### src/rtl/serial_pkg.sv
// shared constants for the half duplex serial port
package serial_pkg;
   // bus widths
   localparam int ADDR_W = 16;
   localparam int DATA_W = 8;
   localparam int CNT_W  = 12;

   // register byte addresses
   localparam logic [15:0] ADDR_BUF  = 16'hf290;
   localparam logic [15:0] ADDR_CON  = 16'hf291;
   localparam logic [15:0] ADDR_MD0  = 16'hf292;
   localparam logic [15:0] ADDR_MD1  = 16'hf293;
   localparam logic [15:0] ADDR_BRTL = 16'hf294;
   localparam logic [15:0] ADDR_BRTH = 16'hf295;
   localparam logic [15:0] ADDR_STAT = 16'hf296;

   // run control field
   localparam int CON_RUN = 0;

   // direction, clock and receive pin select register fields
   localparam int MD0_DIR  = 0;
   localparam int MD0_CKHI = 2;
   localparam int MD0_RSEL = 4;
   localparam logic [7:0] MD0_MASK = 8'h17;

   // frame format register fields
   localparam int MD1_LEN  = 0;
   localparam int MD1_PODD = 2;
   localparam int MD1_POFF = 3;
   localparam int MD1_STOP = 4;
   localparam int MD1_NEG  = 5;
   localparam int MD1_MSB  = 6;
   localparam logic [7:0] MD1_MASK = 8'h7f;

   // flag register fields
   localparam int ST_FER = 0;
   localparam int ST_OER = 1;
   localparam int ST_PER = 2;
   localparam int ST_FUL = 3;

   // reset values
   localparam logic [7:0] MD_RST   = 8'h00;
   localparam logic [7:0] BRTL_RST = 8'hff;
   localparam logic [3:0] BRTH_RST = 4'hf;
   localparam logic [7:0] BUF_RST  = 8'h00;

   // smallest count the generator honours, and the last data bit index of 8
   localparam logic [CNT_W-1:0] BRT_MIN  = 12'h008;
   localparam logic [2:0]       LAST_BIT = 3'h7;
   localparam logic [7:0]       ALL_ONES = 8'hff;

   // frame sequencer states, shared by transmit and receive
   typedef enum logic [2:0] {S_IDLE, S_START, S_DATA, S_PAR, S_STOP1, S_STOP2} state_e;
endpackage

### src/rtl/half_duplex_async_serial_port.sv
// half duplex asynchronous serial port with byte register bank
// How it works
// - direction bit 0 of mode register 0: 0 transmits, 1 receives
// - run bit starts; transmit clears it at end, receive runs until software clears
// - clock select bit 2 picks low speed clock when 0, high speed when 1
// - receive pin select bit 4 picks primary pin when 0, alternate when 1
// - length field 00/01/10/11 gives 8/7/6/5 data bits
// - parity field: 00 even, 01 odd, upper bit 1 omits parity
// - stop length bit 4: one stop bit when 0, two when 1
// - polarity bit 5 inverts both transmit and receive lines when 1
// - bit order bit 6: lsb first when 0, msb first when 1
// - 12-bit baud count from low byte and high nibble, reset 0ffh and 0fh
// - receive mode ignores buffer writes; each reception loads the buffer
// - unused upper bits ignored on transmit, stored as zero on receive
// - transmit mode buffer reads back what was written
// - any write to the flag register clears all flags, unless a reception completes in that cycle
// - framing error on bad start or stop, re-evaluated each reception
// - overrun when a new character arrives before the old one was read
// - unread tracking survives stopping and restarting reception
// - parity error when received parity disagrees, updated each character
// - error flags stay zero in transmit mode
// - buffer full set by transmit write, cleared on move to shifter, zero in receive
// - baud count at or below seven reads back but acts as eight
// - no queued character at stop end: finish stop, clear run, request interrupt
`timescale 1ns/10ps
module half_duplex_async_serial_port
   import serial_pkg::*;
(
   input  wire logic                          CLOCK_I,  // 25 mhz system clock
   input  wire logic                          RST_N_I,  // async reset, active low
   input  wire logic [serial_pkg::ADDR_W-1:0] ADDR_I,   // register byte address
   input  wire logic [serial_pkg::DATA_W-1:0] WDATA_I,  // write data
   input  wire logic                          WR_I,     // write strobe
   input  wire logic                          RD_I,     // read strobe
   output logic      [serial_pkg::DATA_W-1:0] RDATA_O,  // read data, cycle after strobe
   input  wire logic                          LOW_SPEED_CLOCK_I,  // slow baud source
   input  wire logic                          HIGH_SPEED_CLOCK_I, // fast baud source
   input  wire logic                          PRIMARY_INPUT_PIN_I,   // receive pin 0
   input  wire logic                          ALTERNATE_INPUT_PIN_I, // receive pin 1
   output logic                               SERIAL_OUT_PIN_O,      // transmit line
   output logic                               IRQ_O     // one-cycle event pulse
);
   import serial_pkg::*;

   // configuration and status registers
   logic             run_q;
   logic [7:0]       md0_q;
   logic [7:0]       md1_q;
   logic [7:0]       brtl_q;
   logic [3:0]       brth_q;
   logic [7:0]       buf_q;
   logic             full_q;
   logic             fer_q;
   logic             oer_q;
   logic             per_q;
   logic             unread_q;

   // frame sequencer
   state_e           state_q;
   logic [2:0]       bitcnt_q;
   logic [7:0]       sh_q;
   logic             par_q;
   logic             fe_q;
   logic             pe_q;

   // pin synchronisers: stage one feeds only stage two
   logic [3:0]       meta_q;
   logic [3:0]       sync_q;
   logic [1:0]       ck_prev_q;

   // decoded controls and events
   logic             is_rx;
   logic             two_stop;
   logic             par_off;
   logic             par_odd;
   logic             neg;
   logic             msb_first;
   logic [1:0]       len;
   logic [7:0]       len_mask;
   logic             rx_lvl;
   logic             src_tick;
   logic             bit_tick;
   logic             mid_tick;
   logic             step;
   logic             last_bit;
   logic             at_end;
   logic             start_tx;
   logic             start_rx;
   logic             tx_load;
   logic             tx_end;
   logic             rx_done;
   logic             tx_bit;
   logic [7:0]       rx_data;
   logic             wr_buf;
   logic             wr_stat;

   // field decode
   assign is_rx     = md0_q[MD0_DIR];
   assign len       = md1_q[MD1_LEN +: 2];
   assign len_mask  = ALL_ONES >> len;
   assign par_off   = md1_q[MD1_POFF];
   assign par_odd   = md1_q[MD1_PODD];
   assign two_stop  = md1_q[MD1_STOP];
   assign neg       = md1_q[MD1_NEG];
   assign msb_first = md1_q[MD1_MSB];
   assign wr_buf    = WR_I && (ADDR_I == ADDR_BUF);
   assign wr_stat   = WR_I && (ADDR_I == ADDR_STAT);

   // pins and baud sources come from outside, two flops before use
   always_ff @(posedge CLOCK_I or negedge RST_N_I) begin
      if (!RST_N_I) begin
         meta_q    <= 4'hf;
         sync_q    <= 4'hf;
         ck_prev_q <= 2'h3;
      end else begin
         meta_q    <= {LOW_SPEED_CLOCK_I, HIGH_SPEED_CLOCK_I,
                       PRIMARY_INPUT_PIN_I, ALTERNATE_INPUT_PIN_I};
         sync_q    <= meta_q;
         ck_prev_q <= sync_q[3:2];
      end
   end

   // source edge and logical receive level after polarity
   assign src_tick = md0_q[MD0_CKHI] ? (sync_q[2] && !ck_prev_q[0])
                                     : (sync_q[3] && !ck_prev_q[1]);
   assign rx_lvl   = (md0_q[MD0_RSEL] ? sync_q[0] : sync_q[1]) ^ neg;

   // generator is held cleared while idle so each frame starts a fresh period
   baud_gen u_baud (
      .clk_i   (CLOCK_I),
      .rst_n_i (RST_N_I),
      .clear_i (state_q == S_IDLE),
      .tick_i  (src_tick),
      .count_i ({brth_q, brtl_q}),
      .bit_o   (bit_tick),
      .mid_o   (mid_tick)
   );

   // transmit steps on period ends, receive samples at mid bit
   assign step     = is_rx ? mid_tick : bit_tick;
   assign last_bit = (bitcnt_q == (LAST_BIT - {1'b0, len}));
   assign at_end   = step && (((state_q == S_STOP1) && !two_stop) ||
                              (state_q == S_STOP2));
   assign start_tx = (state_q == S_IDLE) && run_q && !is_rx;
   assign start_rx = (state_q == S_IDLE) && run_q && is_rx && !rx_lvl;
   assign tx_load  = start_tx || (at_end && !is_rx && full_q);
   assign tx_end   = at_end && !is_rx && !full_q;
   assign rx_done  = at_end && is_rx;

   // received word right-aligned, upper unused bits zero
   assign rx_data  = msb_first ? (sh_q & len_mask) : (sh_q >> len);

   // line bit for the current transmit state
   always_comb begin
      case (state_q)
         S_START: tx_bit = 1'b0;
         S_DATA:  tx_bit = msb_first ? sh_q[7] : sh_q[0];
         S_PAR:   tx_bit = par_q;
         default: tx_bit = 1'b1;
      endcase
   end

   // frame sequencer shared by both directions
   always_ff @(posedge CLOCK_I or negedge RST_N_I) begin
      if (!RST_N_I) begin
         state_q  <= S_IDLE;
         bitcnt_q <= '0;
         sh_q     <= '0;
         par_q    <= 1'b0;
         fe_q     <= 1'b0;
         pe_q     <= 1'b0;
      end else if (!run_q) begin
         state_q  <= S_IDLE;
      end else begin
         case (state_q)
            S_IDLE: begin
               if (start_tx || start_rx) begin
                  state_q <= S_START;
               end
               if (start_rx) begin
                  par_q <= par_odd;
                  fe_q  <= 1'b0;
                  pe_q  <= 1'b0;
               end
            end
            S_START: begin
               if (step) begin
                  state_q  <= S_DATA;
                  bitcnt_q <= '0;
                  if (is_rx) begin
                     fe_q <= rx_lvl;
                  end
               end
            end
            S_DATA: begin
               if (step) begin
                  bitcnt_q <= bitcnt_q + 3'h1;
                  if (is_rx) begin
                     sh_q  <= msb_first ? {sh_q[6:0], rx_lvl} : {rx_lvl, sh_q[7:1]};
                     par_q <= par_q ^ rx_lvl;
                  end else begin
                     sh_q  <= msb_first ? (sh_q << 1) : (sh_q >> 1);
                  end
                  if (last_bit) begin
                     state_q <= par_off ? S_STOP1 : S_PAR;
                  end
               end
            end
            S_PAR: begin
               if (step) begin
                  state_q <= S_STOP1;
                  if (is_rx) begin
                     pe_q <= rx_lvl ^ par_q;
                  end
               end
            end
            S_STOP1, S_STOP2: begin
               if (step) begin
                  if (is_rx && !rx_lvl) begin
                     fe_q <= 1'b1;
                  end
                  if (state_q == S_STOP1 && two_stop) begin
                     state_q <= S_STOP2;
                  end else begin
                     state_q <= tx_load ? S_START : S_IDLE;
                  end
               end
            end
            default: state_q <= S_IDLE;
         endcase
         // move queued character into the shifter, upper unused bits never sent
         if (tx_load) begin
            sh_q  <= msb_first ? (buf_q << len) : buf_q;
            par_q <= (^(buf_q & len_mask)) ^ par_odd;
         end
      end
   end

   // run bit: software write wins over the end-of-transmit clear
   always_ff @(posedge CLOCK_I or negedge RST_N_I) begin
      if (!RST_N_I) begin
         run_q <= 1'b0;
      end else if (WR_I && ADDR_I == ADDR_CON) begin
         run_q <= WDATA_I[CON_RUN];
      end else if (tx_end) begin
         run_q <= 1'b0;
      end
   end

   // mode and baud registers; only masked bits are kept, so mode register 0 also keeps unused bit 1
   always_ff @(posedge CLOCK_I or negedge RST_N_I) begin
      if (!RST_N_I) begin
         md0_q  <= MD_RST;
         md1_q  <= MD_RST;
         brtl_q <= BRTL_RST;
         brth_q <= BRTH_RST;
      end else if (WR_I) begin
         case (ADDR_I)
            ADDR_MD0:  md0_q  <= WDATA_I & MD0_MASK;
            ADDR_MD1:  md1_q  <= WDATA_I & MD1_MASK;
            ADDR_BRTL: brtl_q <= WDATA_I;
            ADDR_BRTH: brth_q <= WDATA_I[3:0];
            default:   ;
         endcase
      end
   end

   // data buffer: reception overwrites, software writes only in transmit mode
   always_ff @(posedge CLOCK_I or negedge RST_N_I) begin
      if (!RST_N_I) begin
         buf_q <= BUF_RST;
      end else if (rx_done) begin
         buf_q <= rx_data;
      end else if (wr_buf && !is_rx) begin
         buf_q <= WDATA_I;
      end
   end

   // buffer full: a write sets it even if the old character loads the same cycle
   always_ff @(posedge CLOCK_I or negedge RST_N_I) begin
      if (!RST_N_I) begin
         full_q <= 1'b0;
      end else if (is_rx) begin
         full_q <= 1'b0;
      end else if (wr_buf) begin
         full_q <= 1'b1;
      end else if (tx_load || wr_stat) begin
         full_q <= 1'b0;
      end
   end

   // unread marker is not touched by run, so it survives a restart
   always_ff @(posedge CLOCK_I or negedge RST_N_I) begin
      if (!RST_N_I) begin
         unread_q <= 1'b0;
      end else if (rx_done) begin
         unread_q <= 1'b1;
      end else if (RD_I && ADDR_I == ADDR_BUF) begin
         unread_q <= 1'b0;
      end
   end

   // error flags: a completing reception wins over a clearing write
   always_ff @(posedge CLOCK_I or negedge RST_N_I) begin
      if (!RST_N_I) begin
         fer_q <= 1'b0;
         oer_q <= 1'b0;
         per_q <= 1'b0;
      end else if (!is_rx) begin
         fer_q <= 1'b0;
         oer_q <= 1'b0;
         per_q <= 1'b0;
      end else if (rx_done) begin
         fer_q <= fe_q || !rx_lvl;
         oer_q <= unread_q || (oer_q && !wr_stat);
         per_q <= pe_q && !par_off;
      end else if (wr_stat) begin
         fer_q <= 1'b0;
         oer_q <= 1'b0;
         per_q <= 1'b0;
      end
   end

   // read data only in the cycle after the strobe, zero otherwise
   always_ff @(posedge CLOCK_I or negedge RST_N_I) begin
      if (!RST_N_I) begin
         RDATA_O <= '0;
      end else if (RD_I) begin
         case (ADDR_I)
            ADDR_BUF:  RDATA_O <= buf_q;
            ADDR_CON:  RDATA_O <= {7'h00, run_q};
            ADDR_MD0:  RDATA_O <= md0_q;
            ADDR_MD1:  RDATA_O <= md1_q;
            ADDR_BRTL: RDATA_O <= brtl_q;
            ADDR_BRTH: RDATA_O <= {4'h0, brth_q};
            ADDR_STAT: RDATA_O <= {4'h0, full_q, per_q, oer_q, fer_q};
            default:   RDATA_O <= '0;
         endcase
      end else begin
         RDATA_O <= '0;
      end
   end

   // line driven from a flop; receive mode holds it high
   always_ff @(posedge CLOCK_I or negedge RST_N_I) begin
      if (!RST_N_I) begin
         SERIAL_OUT_PIN_O <= 1'b1;
      end else begin
         SERIAL_OUT_PIN_O <= is_rx ? 1'b1 : (tx_bit ^ neg);
      end
   end

   // one pulse per start bit sent, transmit finish, or character received
   always_ff @(posedge CLOCK_I or negedge RST_N_I) begin
      if (!RST_N_I) begin
         IRQ_O <= 1'b0;
      end else begin
         IRQ_O <= tx_load || tx_end || rx_done;
      end
   end
endmodule

### src/rtl/baud_gen.sv
// baud generator: divides the selected source clock edges into bit periods
`timescale 1ns/10ps
module baud_gen
   import serial_pkg::*;
(
   input  wire logic             clk_i,   // system clock
   input  wire logic             rst_n_i, // async reset, active low
   input  wire logic             clear_i, // hold counter at zero
   input  wire logic             tick_i,  // one source clock edge
   input  wire logic [CNT_W-1:0] count_i, // programmed count
   output logic                  bit_o,   // pulse at end of each bit period
   output logic                  mid_o    // pulse at middle of each bit period
);
   logic [CNT_W-1:0] cnt_q;
   logic [CNT_W-1:0] eff;

   // counts below the minimum behave as the minimum, the register keeps the value
   assign eff = (count_i < BRT_MIN) ? BRT_MIN : count_i;

   // a period is count plus one source edges
   always_ff @(posedge clk_i or negedge rst_n_i) begin
      if (!rst_n_i) begin
         cnt_q <= '0;
         bit_o <= 1'b0;
         mid_o <= 1'b0;
      end else if (clear_i) begin
         cnt_q <= '0;
         bit_o <= 1'b0;
         mid_o <= 1'b0;
      end else begin
         bit_o <= tick_i && (cnt_q == eff);
         mid_o <= tick_i && (cnt_q == (eff >> 1));
         if (tick_i) begin
            if (cnt_q == eff) begin
               cnt_q <= '0;
            end else begin
               cnt_q <= cnt_q + 12'h001;
            end
         end
      end
   end
endmodule

### config.mk
export PLATFORM = sky130hd
export DESIGN_NAME = half_duplex_async_serial_port
export DESIGN_NICKNAME = d
export VERILOG_FILES = /design/src/rtl/serial_pkg.sv /design/src/rtl/half_duplex_async_serial_port.sv /design/src/rtl/baud_gen.sv
export SDC_FILE = /design/constraint.sdc
export NUM_CORES = 1
export LEC_CHECK = 0
export ABC_AREA = 1
export BUFFER_PORTS_ARGS = -buffer_cell sky130_fd_sc_hd__buf_2
export CORE_ASPECT_RATIO = 1.4
export CORE_MARGIN = 1.5
export CORE_UTILIZATION = 50
export CTS_CLUSTER_SIZE = 10
export DETAILED_ROUTE_END_ITERATION = 8
export PLACE_DENSITY = 0.79
export SYNTH_ARGS = -nofsm -noshare
export SYNTH_HDL_FRONTEND = slang
export SYNTH_HIERARCHICAL = 1
export SYNTH_SLANG_ARGS = --single-unit
### constraint.sdc
create_clock -name CLOCK_I -period 5.1 [get_ports CLOCK_I]
set_clock_uncertainty 0.05 [all_clocks]
set_input_delay 0.765 -clock CLOCK_I [delete_from_list [all_inputs] [get_ports CLOCK_I]]
set_output_delay 0.765 -clock CLOCK_I [all_outputs]
set_load 0.02 [all_outputs]
==> flow_summary.ini <==
[run_status]
status = completed

[logic_synthesis]
synthCells = 816
syn_area_per_cell_sq_um = 7.118
synthArstFlopShare_pct = 100.0
synth_top_area_cell = dfrtp_1
synthTopCellsByCount = nand2_1 (260), inv_1 (90), dfrtp_1 (65), o21ai_0 (61), nor2_1 (51)
syn_nets = 850
synth.distinct_cells = 42
synth.most_common_cell = nand2_1
synth.top_cell.area_share_pct = 28.01
yosys_most_used_dff = dfrtp_1
yosysWarnings = 6
synth.cell_area_sq_um = 5808
synth_edf_count = 0
ys_seq_area_share_pct = 38.41
yosys-top-cells-area = dfrtp_1 (28%), nand2_1 (17%), dfstp_2 (10%), inv_1 (5.8%), o21ai_0 (5.3%)
ys_ff_latch = 88

[timing]
fin_crit_ps = 2172
finalSetupTns_ps = 0
setup-violations-final = 0
fin_crit_sh_pct = 42.58
relSlewSlack_pct = 34.68
hold_viol_final = 0
hold_ws_ps = 305.7
rsz0062_at_grt = false
worst-slew-pin-transition_ps = 976.2
fmax_mhz = 460.5
slew_violations = 0

[pwr]
ir_worst_vdd_v = 0.0001698
leakage_nw = 3.083
p_total_mw = 1.401
powerDensity_nw_per_um2 = 220.7

[setup_path]
arrival_ps = 2360
path_class = in -> reg
worstPathRequired_ps = 5290
r2r-start = sync_q[3]
crit_start = ADDR_I[3]
crit_fanout = 13
end_kind = flop
cp-start-kind = input port

[clocking]
insertion_delay_ps = 350
cts.htree.levels = 3
numCtsBuffers = 9
cts_setup_buffers = 0
clk_pin_slew_worst_paths_ps = 70
cts_resized = 0
numClockSinks = 88
clk_path_buf_depth = 2
cts_tree = done
holdBufCountCts = 0
cts-root-buf = clkbuf_16

[final_layout]
drive_gt1_share_pct = 20.16
nets = 882
layout.cells.non_filler = 997
syn2layout_area_growth_pct = 9.306
utilization_pct = 55.99
n_antenna_cell = 0

[routing]
routed_wl_um = 14920
antenna_left = 0
firstDrtPassIters = 6
drc = 0
vias = 5418
drt_iter0_drc = 415
vias_per_cell = 5.434
post_drt_wl_per_cell_um = 14.96

[hold_path]
hold_start = meta_q[2]
min_path_type = reg -> reg

[floorplanning]
die_height_um = 130.5
pin_count = 42
start_util_pct = 51.22
core_area_sq_um = 11340
die_area_sq_um = 12280
fp-row-count = 46
die_w_um = 94.09

[grt]
grt_max_degree = 47
grt_util_all_layers_pct = 26.40
grt_pass1_vias = 5205
antenna_found_initial = 0
overflow = 0
grt_pass1_wl_um = 24900

[placed_design]
post-dp-hpwl_um = 11180
io_buffers = 41
gp_congestion = 1.000
dp_cells = 981

[job]
max_cap_violations = 0
-- report_power, final --
part,total (mW),internal (mW),switching (mW)
Clock,0.639,0.334,0.305
Sequential,0.708,0.706,0.00233
Combinational,0.0545,0.0139,0.0407
Total,1.40,1.05,0.348
-- sequential cells by signal, indices dropped and copies added (netlist names), 3 cells and up --
register and flops:
RDATA_O 8, bitcnt_q 3, brth_q 4, brtl_q 8, buf_q 8, md0_q 4, md1_q 7, meta_q 4
sh_q 8, state_q 3, sync_q 4, u_baud/cnt_q 12
-- cells in the final DEF, fill, tap and decap left out, types with 5 or more instances in the layout --
cell type   instances
a21oi_1            25
clkbuf_16           9
nor2_4              6
o21ai_2            15
buf_2              40
inv_1              90
dfstp_2            23
inv_2              14
nor2_2             16
dfrtp_1            65
nor2_1             51
o21ai_0            61
o22ai_1             6
nand3_2             7
clkinvlp_4          5
o21ai_1             7
nor3_1              9
nand3_1            42
nand4_1            28
nand2_1           260
nand2_2            23
o211ai_1            7
xor2_1              9
-- layer usage --
metal  vias up  part of all wire [%]  track usage [%]
li1       2704                     -                -
met1      2517                    39            29.47
met2       156                    53            48.21
met3        41                   3.9            3.646
met4         0                   3.9            14.31
met5         -                     0                0
-- metrics by stage --
step	cell area, sq um	setup slack, ps
floorplan	5808	3192
detailed placement	6068	2572
finish	6349	2928
CTS	6349	2940
global placement	6068	2601
global route	6349	2807
-- final timing paths --
path                              endpoint  slack [ps]  cells after the start
min reg2reg                      sync_q[2]         310                      0
max reg2reg                u_baud/cnt_q[6]        2990                      8
max                               buf_q[5]        2930                      7
min                              sync_q[2]         310                      0
min in group asynchronous          sh_q[5]         350                      1
max in group asynchronous        brtl_q[1]        3660                      2
-- cell type report --
class | instances | area [sq um]
clock buffer | 9 | 225.2
clock inverter | 7 | 55.05
fill | 1109 | 4990
inverter | 106 | 397.9
multi-input combinational | 600 | 3037
sequential | 88 | 2231
tap | 144 | 180.2
timing repair buffer | 43 | 222.7
-- logic make-up (layout without fill, tap and decap cells) --
logic type / Yosys count / count (layout) / share of synthesized area (%)
flip-flops: 88 / 88 / 38.41
adder cells (fa/ha/maj): 2 / 2 / 0.4308
AO/OA/AOI/OAI: 136 / 136 / 14.18
XOR/XNOR: 11 / 11 / 1.659
AND/OR/NAND/NOR: 451 / 451 / 36.02
buffers and inverters: 128 / 165 / 9.306
-- worst max-delay path: stages --
cell and delay (ps):
buf_2 110, nor2_1 740, nand3_4 240, nor2_4 210, nor2_4 70, inv_2 120, o21ai_0 90
Note: power is estimated with default switching activity, not from simulation.
